$ cat src/bcs_defs.vh
// constants for the battery charge state machine
`ifndef BCS_DEFS_VH
`define BCS_DEFS_VH

// clock period in ns
`define BCS_CLK_PERIOD_NS 10
// status debounce time in ns and its cycle count (least time, round up)
`define BCS_DEB_TIME_NS 30000
`define BCS_DEB_CYC ((`BCS_DEB_TIME_NS + `BCS_CLK_PERIOD_NS - 1) / `BCS_CLK_PERIOD_NS)
// termination time in ns and its cycle count (least time, round up)
`define BCS_TERM_TIME_NS 20000
`define BCS_TERM_CYC ((`BCS_TERM_TIME_NS + `BCS_CLK_PERIOD_NS - 1) / `BCS_CLK_PERIOD_NS)

// register byte offsets
`define BCS_ADR_CTRL 5'h00
`define BCS_ADR_TIME 5'h04
`define BCS_ADR_ITGT 5'h08
`define BCS_ADR_KICK 5'h0c
`define BCS_ADR_STAT 5'h10

// control field positions
`define BCS_CTRL_CHGEN 0
`define BCS_CTRL_WDEN 1
// status field positions
`define BCS_STAT_OK 4
`define BCS_STAT_STATE_LO 8

// reset values
`define BCS_CHGEN_RST 1'b0
`define BCS_WDEN_RST 1'b0
`define BCS_FCLIM_RST 16'h2a30
`define BCS_TOLIM_RST 16'h0258
`define BCS_ITGT_RST 8'h32
`define BCS_KICK_VAL 8'h01

// reported detail codes
`define BCS_DTL_DEAD 4'h0
`define BCS_DTL_LOWPQ 4'h0
`define BCS_DTL_CC 4'h1
`define BCS_DTL_CV 4'h2
`define BCS_DTL_TOP 4'h3
`define BCS_DTL_DONE 4'h4
`define BCS_DTL_TFAULT 4'h6
`define BCS_DTL_DIS 4'h8
`define BCS_DTL_TSHDN 4'ha
`define BCS_DTL_WDSUSP 4'hb

`endif

$ cat src/bcs_charge_fsm.v
// battery charge state machine with wishbone register slave
//
// Notes on behaviour
// - charger off or input invalid forces disabled, except in thermal shutdown
// - disabled: zero current, both timers held zero
// - leave disabled only when input valid, enabled, or into thermal shutdown
// - below dead threshold: dead prequal, report 0x00
// - above dead threshold advances to low prequal
// - prequal state over time limit gives timer fault
// - unserviced enabled watchdog gives watchdog suspend
// - between low threshold and regulation: CC, 0x01
// - current capped by target and external limit
// - above regulation voltage advances CC to CV
// - CV holds regulation, reports 0x02 after debounce
// - one fast charge limit spans CC and CV
// - top-off only from CV after termination time
// - top-off lasts programmed duration, then done
// - top-off or done below restart returns CC
// - done reports 0x04, ok cleared, after debounce
// - done commands zero current, no soft start
// - timer fault reports 0x06 at once, charging off
// - enable toggled off then on leaves timer fault
// - input removed and reapplied leaves timer fault
// - kick value 0x01 restarts watchdog and charging
// - thermal shutdown reports 0x0a, pauses, resumes
`timescale 1ns/10ps
`default_nettype none
`include "bcs_defs.vh"

module bcs_charge_fsm #(
  parameter integer TICK_CYCLES = 100000000,
  parameter integer WD_CYCLES = 100000000,
  parameter integer PQ_TICKS = 1800,
  parameter [7:0] DEAD_CURRENT = 8'h04,
  parameter [7:0] LOWPQ_CURRENT = 8'h10
) (
  // clock and reset
  input wire ref_clk,
  input wire nrst,
  // wishbone slave
  input wire wb_cyc_i,
  input wire wb_stb_i,
  input wire wb_we_i,
  input wire [4:0] wb_adr_i,
  input wire [3:0] wb_sel_i,
  input wire [31:0] wb_dat_i,
  output reg [31:0] wb_dat_o,
  output reg wb_ack_o,
  // comparator and power stage inputs, asynchronous
  input wire primaryPowerInputValid,
  input wire battBelowDeadThreshold,
  input wire battAboveLowThreshold,
  input wire battAboveRegulationVoltage,
  input wire battBelowRestartMargin,
  input wire chargeBelowTerminationCurrent,
  input wire thermalShutdown,
  // combined limit from input limit, foldback and system load
  input wire [7:0] externalCurrentLimit,
  // charge control and status
  output reg [7:0] chargeCurrentCmd,
  output reg deadBattCurrentSelect,
  output reg chargingOn,
  output reg [3:0] chargerStateDetail,
  output reg chargerOkFlag,
  output reg chargerEventIrq
);

  // state codes
  localparam [3:0] ST_DIS = 4'h0;
  localparam [3:0] ST_DEAD = 4'h1;
  localparam [3:0] ST_LOWPQ = 4'h2;
  localparam [3:0] ST_CC = 4'h3;
  localparam [3:0] ST_CV = 4'h4;
  localparam [3:0] ST_TOP = 4'h5;
  localparam [3:0] ST_DONE = 4'h6;
  localparam [3:0] ST_TFAULT = 4'h7;
  localparam [3:0] ST_WDSUSP = 4'h8;
  localparam [3:0] ST_TSHDN = 4'h9;

  localparam [31:0] DEB_CYC = `BCS_DEB_CYC;
  localparam [31:0] TERM_CYC = `BCS_TERM_CYC;

  // smaller of target and outside limit
  function [7:0] minCur;
    input [7:0] a;
    input [7:0] b;
    begin
      minCur = (a < b) ? a : b;
    end
  endfunction

  // first charging state picked from battery level
  function [3:0] entryState;
    input belowDead;
    input aboveLow;
    input aboveReg;
    begin
      if (belowDead) begin
        entryState = ST_DEAD;
      end else if (!aboveLow) begin
        entryState = ST_LOWPQ;
      end else if (!aboveReg) begin
        entryState = ST_CC;
      end else begin
        entryState = ST_CV;
      end
    end
  endfunction

  // two flop synchroniser for the asynchronous inputs
  reg [6:0] syncA_reg;
  reg [6:0] syncB_reg;
  always @(posedge ref_clk) begin
    if (!nrst) begin
      syncA_reg <= 7'h00;
      syncB_reg <= 7'h00;
    end else begin
      syncA_reg <= {thermalShutdown, chargeBelowTerminationCurrent,
                    battBelowRestartMargin, battAboveRegulationVoltage,
                    battAboveLowThreshold, battBelowDeadThreshold,
                    primaryPowerInputValid};
      syncB_reg <= syncA_reg;
    end
  end
  wire inValid = syncB_reg[0];
  wire belowDead = syncB_reg[1];
  wire aboveLow = syncB_reg[2];
  wire aboveReg = syncB_reg[3];
  wire belowRestart = syncB_reg[4];
  wire belowTerm = syncB_reg[5];
  wire thermHot = syncB_reg[6];

  // control registers
  reg chgEnable_reg;
  reg wdEnable_reg;
  reg [15:0] fastChargeTimeLimit_reg;
  reg [15:0] topoffDuration_reg;
  reg [7:0] currentTarget_reg;
  reg wdKick;

  // state registers
  reg [3:0] state_reg;
  reg [3:0] state_next;
  reg [3:0] resume_reg;
  reg [31:0] tickCnt_reg;
  reg [15:0] stateTimer_reg;
  reg [15:0] fcTimer_reg;
  reg [31:0] wdCnt_reg;
  reg [31:0] termCnt_reg;
  reg [31:0] debCnt_reg;
  reg reported_reg;

  // wishbone access: commit at the edge where ack is seen high
  wire wbReq = wb_cyc_i & wb_stb_i;
  wire wbCommit = wbReq & wb_ack_o & wb_we_i;
  always @(posedge ref_clk) begin
    if (!nrst) begin
      wb_ack_o <= 1'b0;
      wb_dat_o <= 32'h00000000;
    end else begin
      wb_ack_o <= wbReq & ~wb_ack_o;
      if (wbReq & ~wb_ack_o & ~wb_we_i) begin
        case (wb_adr_i)
          `BCS_ADR_CTRL: wb_dat_o <= {30'h00000000, wdEnable_reg,
                                      chgEnable_reg};
          `BCS_ADR_TIME: wb_dat_o <= {topoffDuration_reg,
                                      fastChargeTimeLimit_reg};
          `BCS_ADR_ITGT: wb_dat_o <= {24'h000000, currentTarget_reg};
          `BCS_ADR_STAT: wb_dat_o <= {20'h00000,
                                      state_reg, 3'h0, chargerOkFlag,
                                      chargerStateDetail};
          default: wb_dat_o <= 32'h00000000;
        endcase
      end
    end
  end

  // control register writes, byte lanes honoured
  always @(posedge ref_clk) begin
    if (!nrst) begin
      chgEnable_reg <= `BCS_CHGEN_RST;
      wdEnable_reg <= `BCS_WDEN_RST;
      fastChargeTimeLimit_reg <= `BCS_FCLIM_RST;
      topoffDuration_reg <= `BCS_TOLIM_RST;
      currentTarget_reg <= `BCS_ITGT_RST;
      wdKick <= 1'b0;
    end else begin
      wdKick <= 1'b0;
      if (wbCommit) begin
        case (wb_adr_i)
          `BCS_ADR_CTRL: begin
            if (wb_sel_i[0]) begin
              chgEnable_reg <= wb_dat_i[`BCS_CTRL_CHGEN];
              wdEnable_reg <= wb_dat_i[`BCS_CTRL_WDEN];
            end
          end
          `BCS_ADR_TIME: begin
            if (wb_sel_i[0]) fastChargeTimeLimit_reg[7:0] <= wb_dat_i[7:0];
            if (wb_sel_i[1]) fastChargeTimeLimit_reg[15:8] <= wb_dat_i[15:8];
            if (wb_sel_i[2]) topoffDuration_reg[7:0] <= wb_dat_i[23:16];
            if (wb_sel_i[3]) topoffDuration_reg[15:8] <= wb_dat_i[31:24];
          end
          `BCS_ADR_ITGT: begin
            if (wb_sel_i[0]) currentTarget_reg <= wb_dat_i[7:0];
          end
          `BCS_ADR_KICK: begin
            // kick only on the exact value
            if (wb_sel_i[0] && wb_dat_i[7:0] == `BCS_KICK_VAL) begin
              wdKick <= 1'b1;
            end
          end
          default: ;
        endcase
      end
    end
  end

  // derived conditions
  wire chargeAllowed = chgEnable_reg & inValid;
  wire inPrequal = (state_reg == ST_DEAD) | (state_reg == ST_LOWPQ);
  wire inFast = (state_reg == ST_CC) | (state_reg == ST_CV);
  wire wdWatched = inPrequal | inFast | (state_reg == ST_TOP) |
                   (state_reg == ST_DONE) | (state_reg == ST_TFAULT);
  wire wdExpired = wdEnable_reg & (wdCnt_reg >= WD_CYCLES - 1);
  wire pqExpired = stateTimer_reg >= PQ_TICKS[15:0];
  wire fcExpired = (fastChargeTimeLimit_reg != 16'h0000) &
                   (fcTimer_reg >= fastChargeTimeLimit_reg);
  wire tick = (tickCnt_reg == TICK_CYCLES - 1);

  // next state
  always @* begin
    state_next = state_reg;
    if (thermHot && state_reg != ST_TSHDN) begin
      state_next = ST_TSHDN;
    end else if (state_reg == ST_TSHDN) begin
      if (!thermHot) state_next = resume_reg;
    end else if (!chargeAllowed) begin
      state_next = ST_DIS;
    end else if (wdWatched && wdExpired) begin
      state_next = ST_WDSUSP;
    end else begin
      case (state_reg)
        ST_DIS: state_next = entryState(belowDead, aboveLow, aboveReg);
        ST_DEAD: begin
          if (pqExpired) state_next = ST_TFAULT;
          else if (!belowDead) state_next = ST_LOWPQ;
        end
        ST_LOWPQ: begin
          if (pqExpired) state_next = ST_TFAULT;
          else if (aboveLow) state_next = ST_CC;
        end
        ST_CC: begin
          if (fcExpired) state_next = ST_TFAULT;
          else if (aboveReg) state_next = ST_CV;
        end
        ST_CV: begin
          if (fcExpired) state_next = ST_TFAULT;
          else if (termCnt_reg >= TERM_CYC) state_next = ST_TOP;
        end
        ST_TOP: begin
          if (belowRestart) state_next = ST_CC;
          else if (stateTimer_reg >= topoffDuration_reg) begin
            state_next = ST_DONE;
          end
        end
        ST_DONE: begin
          if (belowRestart) state_next = ST_CC;
        end
        ST_TFAULT: state_next = ST_TFAULT;
        ST_WDSUSP: begin
          if (wdKick) begin
            state_next = entryState(belowDead, aboveLow, aboveReg);
          end
        end
        default: state_next = ST_DIS;
      endcase
    end
  end

  wire changing = state_next != state_reg;
  wire thermalHop = (state_next == ST_TSHDN) | (state_reg == ST_TSHDN);

  // state, saved state and timers
  always @(posedge ref_clk) begin
    if (!nrst) begin
      state_reg <= ST_DIS;
      resume_reg <= ST_DIS;
      tickCnt_reg <= 32'h00000000;
      stateTimer_reg <= 16'h0000;
      fcTimer_reg <= 16'h0000;
      wdCnt_reg <= 32'h00000000;
      termCnt_reg <= 32'h00000000;
    end else begin
      state_reg <= state_next;
      if (state_next == ST_TSHDN && state_reg != ST_TSHDN) begin
        resume_reg <= state_reg;
      end
      // timebase stands still in thermal shutdown
      if (state_reg != ST_TSHDN) begin
        tickCnt_reg <= tick ? 32'h00000000 : tickCnt_reg + 32'h00000001;
      end
      // per state timer for prequal and top-off
      if (state_reg == ST_DIS || (changing && !thermalHop)) begin
        stateTimer_reg <= 16'h0000;
      end else if (tick && (inPrequal || state_reg == ST_TOP)) begin
        stateTimer_reg <= stateTimer_reg + 16'h0001;
      end
      // fast charge timer shared by CC and CV
      if (!inFast && state_reg != ST_TSHDN) begin
        fcTimer_reg <= 16'h0000;
      end else if (tick && inFast && fcTimer_reg != 16'hffff) begin
        fcTimer_reg <= fcTimer_reg + 16'h0001;
      end
      // watchdog counter
      if (state_reg == ST_DIS || !wdEnable_reg || wdKick ||
          state_reg == ST_WDSUSP) begin
        wdCnt_reg <= 32'h00000000;
      end else if (wdWatched && !wdExpired) begin
        wdCnt_reg <= wdCnt_reg + 32'h00000001;
      end
      // termination qualification in CV
      if (state_reg == ST_CV && belowTerm && !changing) begin
        if (termCnt_reg < TERM_CYC) begin
          termCnt_reg <= termCnt_reg + 32'h00000001;
        end
      end else begin
        termCnt_reg <= 32'h00000000;
      end
    end
  end

  // status code and ok level for each state
  reg [3:0] codeNow;
  reg okNow;
  reg instantNow;
  always @* begin
    codeNow = `BCS_DTL_DIS;
    okNow = 1'b1;
    instantNow = 1'b0;
    case (state_reg)
      ST_DIS: codeNow = `BCS_DTL_DIS;
      ST_DEAD: codeNow = `BCS_DTL_DEAD;
      ST_LOWPQ: codeNow = `BCS_DTL_LOWPQ;
      ST_CC: codeNow = `BCS_DTL_CC;
      ST_CV: codeNow = `BCS_DTL_CV;
      ST_TOP: codeNow = `BCS_DTL_TOP;
      ST_DONE: begin
        codeNow = `BCS_DTL_DONE;
        okNow = 1'b0;
      end
      ST_TFAULT: begin
        codeNow = `BCS_DTL_TFAULT;
        okNow = 1'b0;
        instantNow = 1'b1;
      end
      ST_WDSUSP: begin
        codeNow = `BCS_DTL_WDSUSP;
        okNow = 1'b0;
        instantNow = 1'b1;
      end
      ST_TSHDN: begin
        codeNow = `BCS_DTL_TSHDN;
        okNow = 1'b0;
        instantNow = 1'b1;
      end
      default: codeNow = `BCS_DTL_DIS;
    endcase
  end

  // debounced status report and event pulse
  wire reportNow = !reported_reg && !changing &&
                   (instantNow || debCnt_reg >= DEB_CYC - 1);
  always @(posedge ref_clk) begin
    if (!nrst) begin
      debCnt_reg <= 32'h00000000;
      reported_reg <= 1'b0;
      chargerStateDetail <= `BCS_DTL_DIS;
      chargerOkFlag <= 1'b0;
      chargerEventIrq <= 1'b0;
    end else begin
      chargerEventIrq <= 1'b0;
      if (changing) begin
        debCnt_reg <= 32'h00000000;
        reported_reg <= 1'b0;
      end else if (reportNow) begin
        reported_reg <= 1'b1;
        chargerStateDetail <= codeNow;
        chargerOkFlag <= okNow;
        chargerEventIrq <= 1'b1;
      end else if (!reported_reg) begin
        debCnt_reg <= debCnt_reg + 32'h00000001;
      end
    end
  end

  // commanded current, never above target or outside limit
  always @(posedge ref_clk) begin
    if (!nrst) begin
      chargeCurrentCmd <= 8'h00;
      deadBattCurrentSelect <= 1'b0;
      chargingOn <= 1'b0;
    end else begin
      deadBattCurrentSelect <= (state_next == ST_DEAD);
      case (state_next)
        ST_DEAD: begin
          chargeCurrentCmd <= minCur(minCur(DEAD_CURRENT, currentTarget_reg),
                                     externalCurrentLimit);
          chargingOn <= 1'b1;
        end
        ST_LOWPQ: begin
          chargeCurrentCmd <= minCur(minCur(LOWPQ_CURRENT, currentTarget_reg),
                                     externalCurrentLimit);
          chargingOn <= 1'b1;
        end
        ST_CC, ST_CV, ST_TOP: begin
          // full step on restart from done, no ramp
          chargeCurrentCmd <= minCur(currentTarget_reg,
                                     externalCurrentLimit);
          chargingOn <= 1'b1;
        end
        default: begin
          chargeCurrentCmd <= 8'h00;
          chargingOn <= 1'b0;
        end
      endcase
    end
  end

endmodule // bcs_charge_fsm
`default_nettype wire

$ cat config.mk
export PLATFORM = sky130hd
export DESIGN_NAME = bcs_charge_fsm
export DESIGN_NICKNAME = d
export VERILOG_FILES = /design/src/bcs_charge_fsm.v
export VERILOG_INCLUDE_DIRS = /design/src /design/src/src
export SDC_FILE = /design/constraint.sdc
export NUM_CORES = 1
export LEC_CHECK = 0
export ABC_AREA = 1
export ABC_CLOCK_PERIOD_IN_PS = 2400
export BUFFER_PORTS_ARGS = -buffer_cell sky130_fd_sc_hd__clkbuf_2
export CORE_MARGIN = 4
export CORE_UTILIZATION = 55
export DETAILED_ROUTE_END_ITERATION = 10
export PLACE_DENSITY_LB_ADDON = 0.12
export SLEW_MARGIN = 20
export SYNTH_ARGS = -nofsm -noshare
export SYNTH_HDL_FRONTEND = slang
export SYNTH_SLANG_ARGS = --single-unit
$ cat constraint.sdc
create_clock -name ref_clk -period 2.4 [get_ports ref_clk]
set_input_delay 0.12 -clock ref_clk [delete_from_list [all_inputs] [get_ports ref_clk]]
set_output_delay 0.12 -clock ref_clk [all_outputs]
set_load 0.05 [all_outputs]
# ---- Yosys cells after proc, flatten, opt, wreduce, memory -nomap -nowiden
# Cells that the tools add are included.
dict set report op_classes {
  bitwise_logic 21
  n_addsub 6
  mux 35
  eq_ne 24
  n_lt_le_gt_ge 12
  n_reduce_logical 48
}
# op n
set op_table {}
lappend op_table {{32-bit by 1-bit adder with 32-bit output (second input constant)} 4}
lappend op_table {{32-bit case mux with 4 select lines} 1}
lappend op_table {{4-bit two-way mux} 17}
lappend op_table {{8-bit two-way mux} 5}
lappend op_table {{4-bit case mux with 9 select lines} 1}
lappend op_table {{16-bit by 1-bit adder with 16-bit output (second input constant)} 2}
lappend op_table {{32-bit by 27-bit equality test with 1-bit output (second input constant)} 1}
lappend op_table {{16-bit greater-or-equal comparator} 2}
lappend op_table {{32-bit by 11-bit greater-or-equal comparator with 1-bit output (second input constant)} 1}
lappend op_table {{32-bit by 12-bit greater-or-equal comparator with 1-bit output (second input constant)} 1}
lappend op_table {{32-bit by 27-bit greater-or-equal comparator with 1-bit output (second input constant)} 1}
lappend op_table {{32-bit by 11-bit less-than comparator with 1-bit output (second input constant)} 1}
lappend op_table {{32-bit two-way mux} 1}
lappend op_table {{4-bit case mux with 8 select lines} 1}
lappend op_table {{4-bit by 3-bit equality test with 1-bit output (second input constant)} 6}
lappend op_table {{8-bit less-than comparator} 3}
lappend op_table {{8-bit case mux with 3 select lines} 1}
lappend op_table {{3-bit AND reduction} 7}
lappend op_table {{4-bit by 2-bit equality test with 1-bit output (second input constant)} 4}
lappend op_table {{16-bit by 11-bit greater-or-equal comparator with 1-bit output (second input constant)} 1}
lappend op_table {{16-bit != test (second input constant)} 1}
lappend op_table {{16-bit nonzero test} 1}
lappend op_table {{1-bit logical AND} 14}
lappend op_table {{4-bit equality test (second input constant)} 3}
lappend op_table {{23 further kinds} 66}
dict set report word_totals {
  wordCells 173
  output_inout_bits 49
  ff_bits 275
}

# ---- Depth between registers and ports, before layout
# Gate-level depths: netlist of run 1.
dict set report depth {
  ltp_word 17
  mapped_depth 26
}

# ---- Worst setup path before layout of run 1
# OpenSTA, ideal clock, no wires.
dict set report synth_path {
  path_kind {reg2reg}
  startpoint {register fastChargeTimeLimit_reg[7]}
  endpoint {register chargerOkFlag}
  n_path_buf 2
  slack_ns -0.024
  path_stages_with_launch 25
  arrival_ns 2.292
  period_less_slack_ns 2.424
  cell_sequence {dfxtp_1 > inv_1 > ha_1 > nand2_1 > inv_1 > nand2_1 > nand2_1 > nor2_1 > nand2_1 > nand2_1 > nand2_1 > nand2_1 > nand2_1 > nand2_1 > nand3_1 > nand2_2 > nand2_2 > nand2_1 > inv_2 > nor2_4 > nand3_4 > buf_6 > buf_6 > nand2_1 > a21oi_1}
}
dict set report synth_via {
  elab_chain_cells 13
}
# item line
set synth_lines {}
lappend synth_lines {{from (decl)} bcs_charge_fsm.v:136} ;# reg [15:0] fastChargeTimeLimit_reg;
lappend synth_lines {{from (signal assigned)} bcs_charge_fsm.v:183} ;# fastChargeTimeLimit_reg <= `BCS_FCLIM_RST;
lappend synth_lines {{from (signal assigned)} bcs_charge_fsm.v:198} ;# if (wb_sel_i[0]) fastChargeTimeLimit_reg[7:0] <= wb_dat_i[7:0];
lappend synth_lines {{16-bit greater-or-equal comparator / 16-bit nonzero test (equally long branches)} {bcs_charge_fsm.v:227, bcs_charge_fsm.v:226}}
lappend synth_lines {{1-bit bitwise AND (*)} bcs_charge_fsm.v:226} ;# wire fcExpired = (fastChargeTimeLimit_reg != 16'h0000) &
lappend synth_lines {{4-bit two-way mux, on equally long branches} {bcs_charge_fsm.v:257, bcs_charge_fsm.v:253}}
lappend synth_lines {{4-bit case mux with 9 select lines (*)} bcs_charge_fsm.v:242} ;# case (state_reg)
lappend synth_lines {{4-bit two-way mux (*)} bcs_charge_fsm.v:239} ;# end else if (wdWatched && wdExpired) begin
lappend synth_lines {{4-bit two-way mux (*)} bcs_charge_fsm.v:237} ;# end else if (!chargeAllowed) begin
lappend synth_lines {{4-bit two-way mux (*)} bcs_charge_fsm.v:235} ;# end else if (state_reg == ST_TSHDN) begin
lappend synth_lines {{4-bit two-way mux (*)} bcs_charge_fsm.v:233} ;# if (thermHot && state_reg != ST_TSHDN) begin
lappend synth_lines {{4-bit != test (*)} bcs_charge_fsm.v:280} ;# wire changing = state_next != state_reg;
lappend synth_lines {{1-bit logical NOT} bcs_charge_fsm.v:371} ;# wire reportNow = !reported_reg && !changing &&
lappend synth_lines {{1-bit logical AND (2 in series)} bcs_charge_fsm.v:371}
lappend synth_lines {{2-bit AND reduction (no line) (*)} --}
lappend synth_lines {{to (signal assigned)} bcs_charge_fsm.v:388} ;# chargerOkFlag <= okNow;
lappend synth_lines {{to (decl)} bcs_charge_fsm.v:64} ;# output reg chargerOkFlag,
# Mark *: on every way between the ends. The rest lies on a longest branch, timed or not.
# A chain may end at the register's enable or synchronous reset.

# ---- Worst setup path after layout of run 1
dict set report layout_path {
  startpoint {register fastChargeTimeLimit_reg[13]}
  endpoint {register debCnt_reg[4]}
}
dict set report layout_via {
  elab_chain_cells 14
}
# item line
set layout_lines {}
lappend layout_lines {{from (signal assigned)} bcs_charge_fsm.v:183}
lappend layout_lines {{from (signal assigned)} bcs_charge_fsm.v:199} ;# if (wb_sel_i[1]) fastChargeTimeLimit_reg[15:8] <= wb_dat_i[15:8];
lappend layout_lines {{16-bit greater-or-equal comparator / 16-bit nonzero test (equally long branches)} {bcs_charge_fsm.v:227, bcs_charge_fsm.v:226}}
lappend layout_lines {{1-bit bitwise AND (*)} bcs_charge_fsm.v:226}
lappend layout_lines {{4-bit two-way mux, on equally long branches} {bcs_charge_fsm.v:257, bcs_charge_fsm.v:253}}
lappend layout_lines {{4-bit case mux with 9 select lines (*)} bcs_charge_fsm.v:242}
lappend layout_lines {{4-bit two-way mux (*)} bcs_charge_fsm.v:239}
lappend layout_lines {{4-bit two-way mux (*)} bcs_charge_fsm.v:237}
lappend layout_lines {{4-bit two-way mux (*)} bcs_charge_fsm.v:235}
lappend layout_lines {{4-bit two-way mux (*)} bcs_charge_fsm.v:233}
lappend layout_lines {{4-bit != test (*)} bcs_charge_fsm.v:280}
lappend layout_lines {{1-bit logical NOT} bcs_charge_fsm.v:371}
lappend layout_lines {{1-bit logical AND (2 in series)} bcs_charge_fsm.v:371}
lappend layout_lines {{1-bit inverter (no line)} --}
lappend layout_lines {{2-bit AND reduction (no line)} --}
lappend layout_lines {{to (signal assigned)} bcs_charge_fsm.v:391} ;# debCnt_reg <= debCnt_reg + 32'h00000001;
lappend layout_lines {{to (decl)} bcs_charge_fsm.v:150} ;# reg [31:0] debCnt_reg;
# Marks and branches as above.

==> results.yml, run 1 <==
timing:
  max_slew.worst_pin.slew_ps: 1047
  slew_viol_final: 0
  finalCritPeriodShare: 1.185
  tns_ps: -27120
  finClkSkew_ps: 11.43
  fmaxAchievable_mhz: 351.6
  setup_violations: 78
  hold_viol: 0
  slew_headroom: 0.3018
  fin_crit_ps: 2844
  rsz0062_at_grt: "yes"
  finalWorstSetupSlack_ps: -444.1
global_route:
  grt_max_degree: 60
  grt_pass1_vias: 14160
  overflow: 0
  track_usage: 0.2645
  grt_pass1_wl_um: 65740
  antenna_found_initial: 0
floorplan:
  io_pins: 110
  die_w_um: 170.7
  initial_core_util: 0.5586
  dieArea_mm2: 0.02914
  fp-row-count: 59
  die_height_um: 170.7
  coreArea_mm2: 0.02606
power:
  switchingPower_uw: 2355
  cell_internal_pwr_uw: 8204
  seqPwrFrac: 0.439
  powerDensity_mw_per_mm2: 510.5
  peakVddDrop_mv: 0.7465
  p_total_uw: 10560
  switching_share: 0.2231
  p_leak_uw: 0.008668
  clkPwrFrac: 0.502
  pwr-share-comb: 0.059
critical_path:
  crit_path_end_kind: "flip-flop"
  cp_max_fo: 9
  crit_arrival_ps: 3330
  crit_type: "flip-flop to flip-flop"
  required_ps: 2890
  cp-start-kind: "flip-flop"
outcome:
  violations: "negative setup slack"
  status: "finished, violations left"
route:
  drc: 0
  drt_wl_total_um: 44020
  drtPass1Iterations: 6
  ant_nets: 0
  routedWlPerCell_um: 15.39
  via_per_inst: 5.394
  drtIter0Drc: 1096
  num_vias: 15430
clock_network:
  clock_sinks: 275
  cts_root_buffer: "clkbuf_16"
  clk_pin_slew_ps: 60
  cts-buffers-inserted: 30
  htreeDepth: 1
  cts_tree: "done"
  cts_buffer_depth: 3
  insertion_delay_ps: 560
final_layout:
  regArea_mm2: 0.005573
  antenna_cells: 0
  syn_to_final_growth_pct: 42.08
  nets: 2623
  instances_no_fill: 2860
  nFillCells: 1751
  drive_above_1_share: 0.3323
  multi_input_area_mm2: 0.008990
  postLayoutCellArea_mm2: 0.02068
job:
  drv_cap: 0
logic_synthesis:
  synth_largest_area_cell: "dfxtp_1"
  synthTopCellsByArea: "dfxtp_1 (38%), nand2_1 (11%), inv_1 (7.1%), nor2_1 (5.3%), ha_1 (5.2%)"
  synth_edf_count: 0
  ys_seq_area_frac: 0.3782
  async_reset_ff_frac: 0
  ys_warn_count: 0
  synth_top_cell_area_share: 0.3782
  netlist_area_mm2: 0.01456
  ys.flop_type: "dfxtp_1"
  netlist_instances: 2036
  synth.lib_cells_used.distinct: 59
  ys_ff_latch: 275
  avgSynthCellArea_um2: 7.150
placement:
  dp_hpwl_um: 28520
  gp_congestion: 0.9361
  post_dp_cell_area_mm2: 0.01725
  dp_slack_ps: -366.2
  place_inst: 2704
  portBuffers: 109
hold_path:
  hold_class: "input pin to flip-flop"
## cell families after synthesis
family	count (synthesis)	share of synthesized area
compound gates	324	0.1318
other cells	1	0.0002576
buf+inv	341	0.09403
simple gates	996	0.3199
xor+xnor	38	0.02338
flops	275	0.3782
fa+ha+maj	61	0.05243
## critical path, cell delays in order (launching register included)
cell and delay, ps:
dfxtp_2 320, inv_1 60, ha_1 310, nand2_1 100, nor3_1 300, nand2_1 90, nand2_1 90, nand2_2 100
nand2_1 90, nand2_1 80, nand3_2 70, nand2_2 80, nand3_1 120, nand2_1 130, nor2_4 170, nand3_4 100
buf_12 170, nand2_4 170, nand2_2 90, a21oi_2 120
## layer usage
metal | GRT usage | vias to the layer above | wire [µm]
met3 | 0.03281 | 110 | 2641
met4 | 0.07674 | 0 | 1330
li1 | - | 7638 | -
met2 | 0.4568 | 500 | 21430
met5 | 0 | - | 0
met1 | 0.3488 | 7178 | 18610
## timing repair
action,CTS,global route
setup buffers,6,37
setup endpoints to repair,91,105
cloned,1,4
endpoints found under the hold margin,56,0
gates resized for setup,89,245
hold buffers,52,0
pin swaps,32,85
## cell usage in the layout, fill, tap and decap left out, drive strengths merged, types with 68 or more instances in the layout
| cell type | n |
|---|---|
| a21oi | 180 |
| buf | 289 |
| clkbuf | 149 |
| dfxtp | 275 |
| inv | 292 |
| nand2 | 459 |
| nand3 | 117 |
| nor2 | 236 |
| nor3 | 68 |
| o21ai | 70 |
## cells in the mapped netlist (3+ instances only)
cell and number:
nand2_1 427, inv_1 277, dfxtp_1 275, nor2_1 204
a21oi_1 148, nand3_1 106, nand4_1 65, nor3_1 62
ha_1 61, o21ai_0 61, a21oi_2 32, clkbuf_1 30
nor4_1 26, xor2_1 26, nand2_2 24, nor2_2 23
a211oi_1 21, o211ai_1 20, inv_2 11, xnor2_1 11
o21a_1 10, nand3_2 9, nor2_4 9, o21ai_1 9
o22ai_1 7, or2_2 7, a31oi_1 6, buf_6 6
buf_2 5, nand2_4 5, nor3_2 5, buf_4 4
nor3b_1 4, and3_1 3, o221ai_1 3
## worst paths after layout
check                               from                   to  slack [ps]  cells after the start
min reg2reg                 syncA_reg[6]         syncB_reg[6]         420                      2
min              externalCurrentLimit[0]  chargeCurrentCmd[0]          30                      5
max          fastChargeTimeLimit_reg[13]        debCnt_reg[4]        -440                     19
max reg2reg  fastChargeTimeLimit_reg[13]        debCnt_reg[4]        -440                     19
## per-stage QoR
stage,hold WS [ps],util
finish,25.89,0.7937
global placement,301.6,0.6621
CTS,7.712,0.7430
detailed placement,310.8,0.6621
global route,60.19,0.7937
floorplan,217.6,-
## power by group through the flow
stage,Combinational [µW],Clock (µW),Sequential (µW)
6_report,625,5300,4630
5_1_grt,677,5560,4630
4_1_cts,548,5360,4640
3_5_place_dp,463,0,4740
3_3_place_gp,454,0,4740
2_1_floorplan,274,0,4750
## area by class of cell
type,count,area share
multi-input combinational,1450,0.4346
sequential,275,0.2694
timing repair buffer,452,0.1661
inverter,292,0.05384
clock buffer,38,0.04071
tap,335,0.02026
clock inverter,18,0.01500
(Power assumes the default switching activity.)
==> run 2, diff against run 1 <==
--- a/config.mk
+++ b/config.mk
@@ -12,7 +12,7 @@
 export CORE_MARGIN = 4
 export CORE_UTILIZATION = 55
 export DETAILED_ROUTE_END_ITERATION = 10
-export PLACE_DENSITY_LB_ADDON = 0.12
+export PLACE_DENSITY = 0.73
 export SLEW_MARGIN = 20
 export SYNTH_ARGS = -nofsm -noshare
 export SYNTH_HDL_FRONTEND = slang
==> run 2 against run 1 <==
  * Sequential power about the same
  * The flow still finishes with violations (negative setup slack)
  * Largest power group unchanged
  * Non-clock buffer count grew 8
  * Fmax decreased by 4.0%
==> results.yml, run 2 (synthesis results as in run 1) <==
final_layout:
  nets: 2632
  drive_above_1_share: 0.3478
  utilization: 0.8049
  mostFrequentLayoutCells: "nand2_1 (363), buf_4 (266), inv_1 (243)"
  final_common_cell: "nand2_1"
  nFillCells: 1628
  antenna_cells: 0
  syn_to_final_growth_pct: 44.07
floorplan:
  die_w_um: 170.7
  fp-row-count: 59
  io_pins: 110
  die_height_um: 170.7
  dieArea_mm2: 0.02914
  coreArea_mm2: 0.02606
  initial_core_util: 0.5586
hold_path:
  hold_class: "input pin to flip-flop"
  hp-start: "externalCurrentLimit[2]"
critical_path:
  worstReg2RegStart: "fastChargeTimeLimit_reg[0]"
  crit_arrival_ps: 3460
  cp_num_buf_inv: 3
  crit_type: "flip-flop to flip-flop"
  crit_path_end_kind: "flip-flop"
  max_stage_delay_ps: 350
  worst_path_max_delay_cell: "dfxtp_1"
  cp-start-kind: "flip-flop"
  cp_max_fo: 6
  required_ps: 2890
  crit_start: "fastChargeTimeLimit_reg[0]"
  r2r_slack_ps: -560
  cp_cell_sequence: "ha_1 -> nand4_1 -> nor2_1 -> nor2_1 -> nand2_1 -> nand2_1 -> nand2_1 -> nand2_2 -> nand2_1 -> nand2_2 -> nand3_4 -> nand2_4 -> nand2_4 -> nand2_4 -> inv_2 -> nor2_4 -> buf_6 -> nand2_4 -> nor2_4 -> nand3_4 -> buf_12 -> a21oi_2"
  path_delay_family: "simple AND/OR/NAND/NOR gates"
route:
  drtIter0Drc: 1732
  num_vias: 16040
  drc: 0
  via_per_inst: 5.594
  routedWlPerCell_um: 16.79
  drtPass1Iterations: 7
  drt_wl_total_um: 48160
  ant_nets: 0
power:
  powerDensity_mw_per_mm2: 496.7
  p_leak_uw: 0.008776
  peakVddDrop_mv: 0.7046
timing:
  finalWorstSetupSlack_ps: -563.1
  finClkSkew_ps: 12.82
  setup_violations: 80
  rsz0062_at_grt: "yes"
  hold_viol: 0
  max_slew.worst_pin.slew_ps: 1286
  finalCritPeriodShare: 1.235
  fin_crit_ps: 2963
  whs_ps: 19.71
  slew_headroom: 0.1376
  slew_viol_final: 0
  fmaxAchievable_mhz: 337.5
job:
  drv_cap: 0
clock_network:
  clk_pin_slew_ps: 70
  cts_tree: "done"
  cts_root_buffer: "clkbuf_16"
  htreeDepth: 1
  insertion_delay_ps: 560
  cts_buffer_depth: 3
  cts-buffers-inserted: 30
  clock_sinks: 275
global_route:
  overflow: 0
  grt_pass1_wl_um: 69810
  grt_pass1_vias: 14860
  grt_max_degree: 63
  track_usage: 0.2829
  antenna_found_initial: 0
placement:
  dp_hpwl_um: 28900
  portBuffers: 109
  gp_congestion: 0.9233
outcome:
  violations: "negative setup slack"
  status: "finished, violations left"
run 2: cell count changes in the layout (fill, tap and decap cells not counted), moves of 9 or more:
cell     before  now
nor2_2       28   19
nand2_1     381  363
nor2_4       28   39
nand2_2      53   69
inv_1       253  243
run 2: routing by layer:
layer,up-vias,part of all wire,track usage
met2,743,0.49,0.4940
met1,7490,0.41,0.3673
li1,7637,-,-
met4,0,0.040,0.08160
met5,-,0,0
met3,174,0.068,0.03743
run 2: layout make-up:
cell class	instances	area, µm²	area share
repair buffers	460	3591	0.1712
clock inverters	19	262.8	0.01253
clock buffers	36	834.6	0.03979
well taps	335	419.2	0.01998
inverters	292	1119	0.05333
multi-input cells	1451	9171	0.4373
flip-flops and latches	275	5577	0.2659
run 2: worst register-to-register path: stages (launching register included):
cell	delay, ps
dfxtp_1	350
ha_1	330
nand4_1	140
nor2_1	70
nor2_1	120
nand2_1	70
nand2_1	70
nand2_1	70
nand2_2	130
nand2_1	110
nand2_2	100
nand3_4	100
nand2_4	110
nand2_4	80
nand2_4	90
inv_2	40
nor2_4	130
buf_6	110
nand2_4	50
nor2_4	190
nand3_4	160
buf_12	190
a21oi_2	100
run 2: report_power, final:
part	switching (µW)	total [µW]	internal, µW
registers	29.0	4640	4610
logic	394	674	280
clock network	1980	5110	3120
total	2410	10400	8010
run 2: what timing repair did:
item,4_1_cts,5_1_grt
endpoints found under the setup margin,95,111
hold endpoints to repair,56,0
resized for setup,190,208
hold buffers,50,0
setup buffers,25,23
pin swaps,69,89
gates cloned,2,6
run 2: metrics by stage:
step	setup TNS [ps]	setup WS [ps]	power, µW	cell area [µm²]	std cells
after floorplan	0	11.19	5020	14670	2064
after global placement	-15170	-239.6	5188	17280	2707
after detailed placement	-22760	-359.5	5197	17280	2707
after CTS	-13920	-245.4	10330	19870	2839
after global routing	-48340	-690.5	10690	20970	2868
final	-37790	-563.1	10420	20970	2868
run 2: worst paths after layout:
check / end / depth (start not counted)
setup reg to reg: termCnt_reg[10] / 22
hold / removal: chargeCurrentCmd[2] / 5
hold reg to reg: syncB_reg[1] / 2
setup / recovery: termCnt_reg[10] / 22
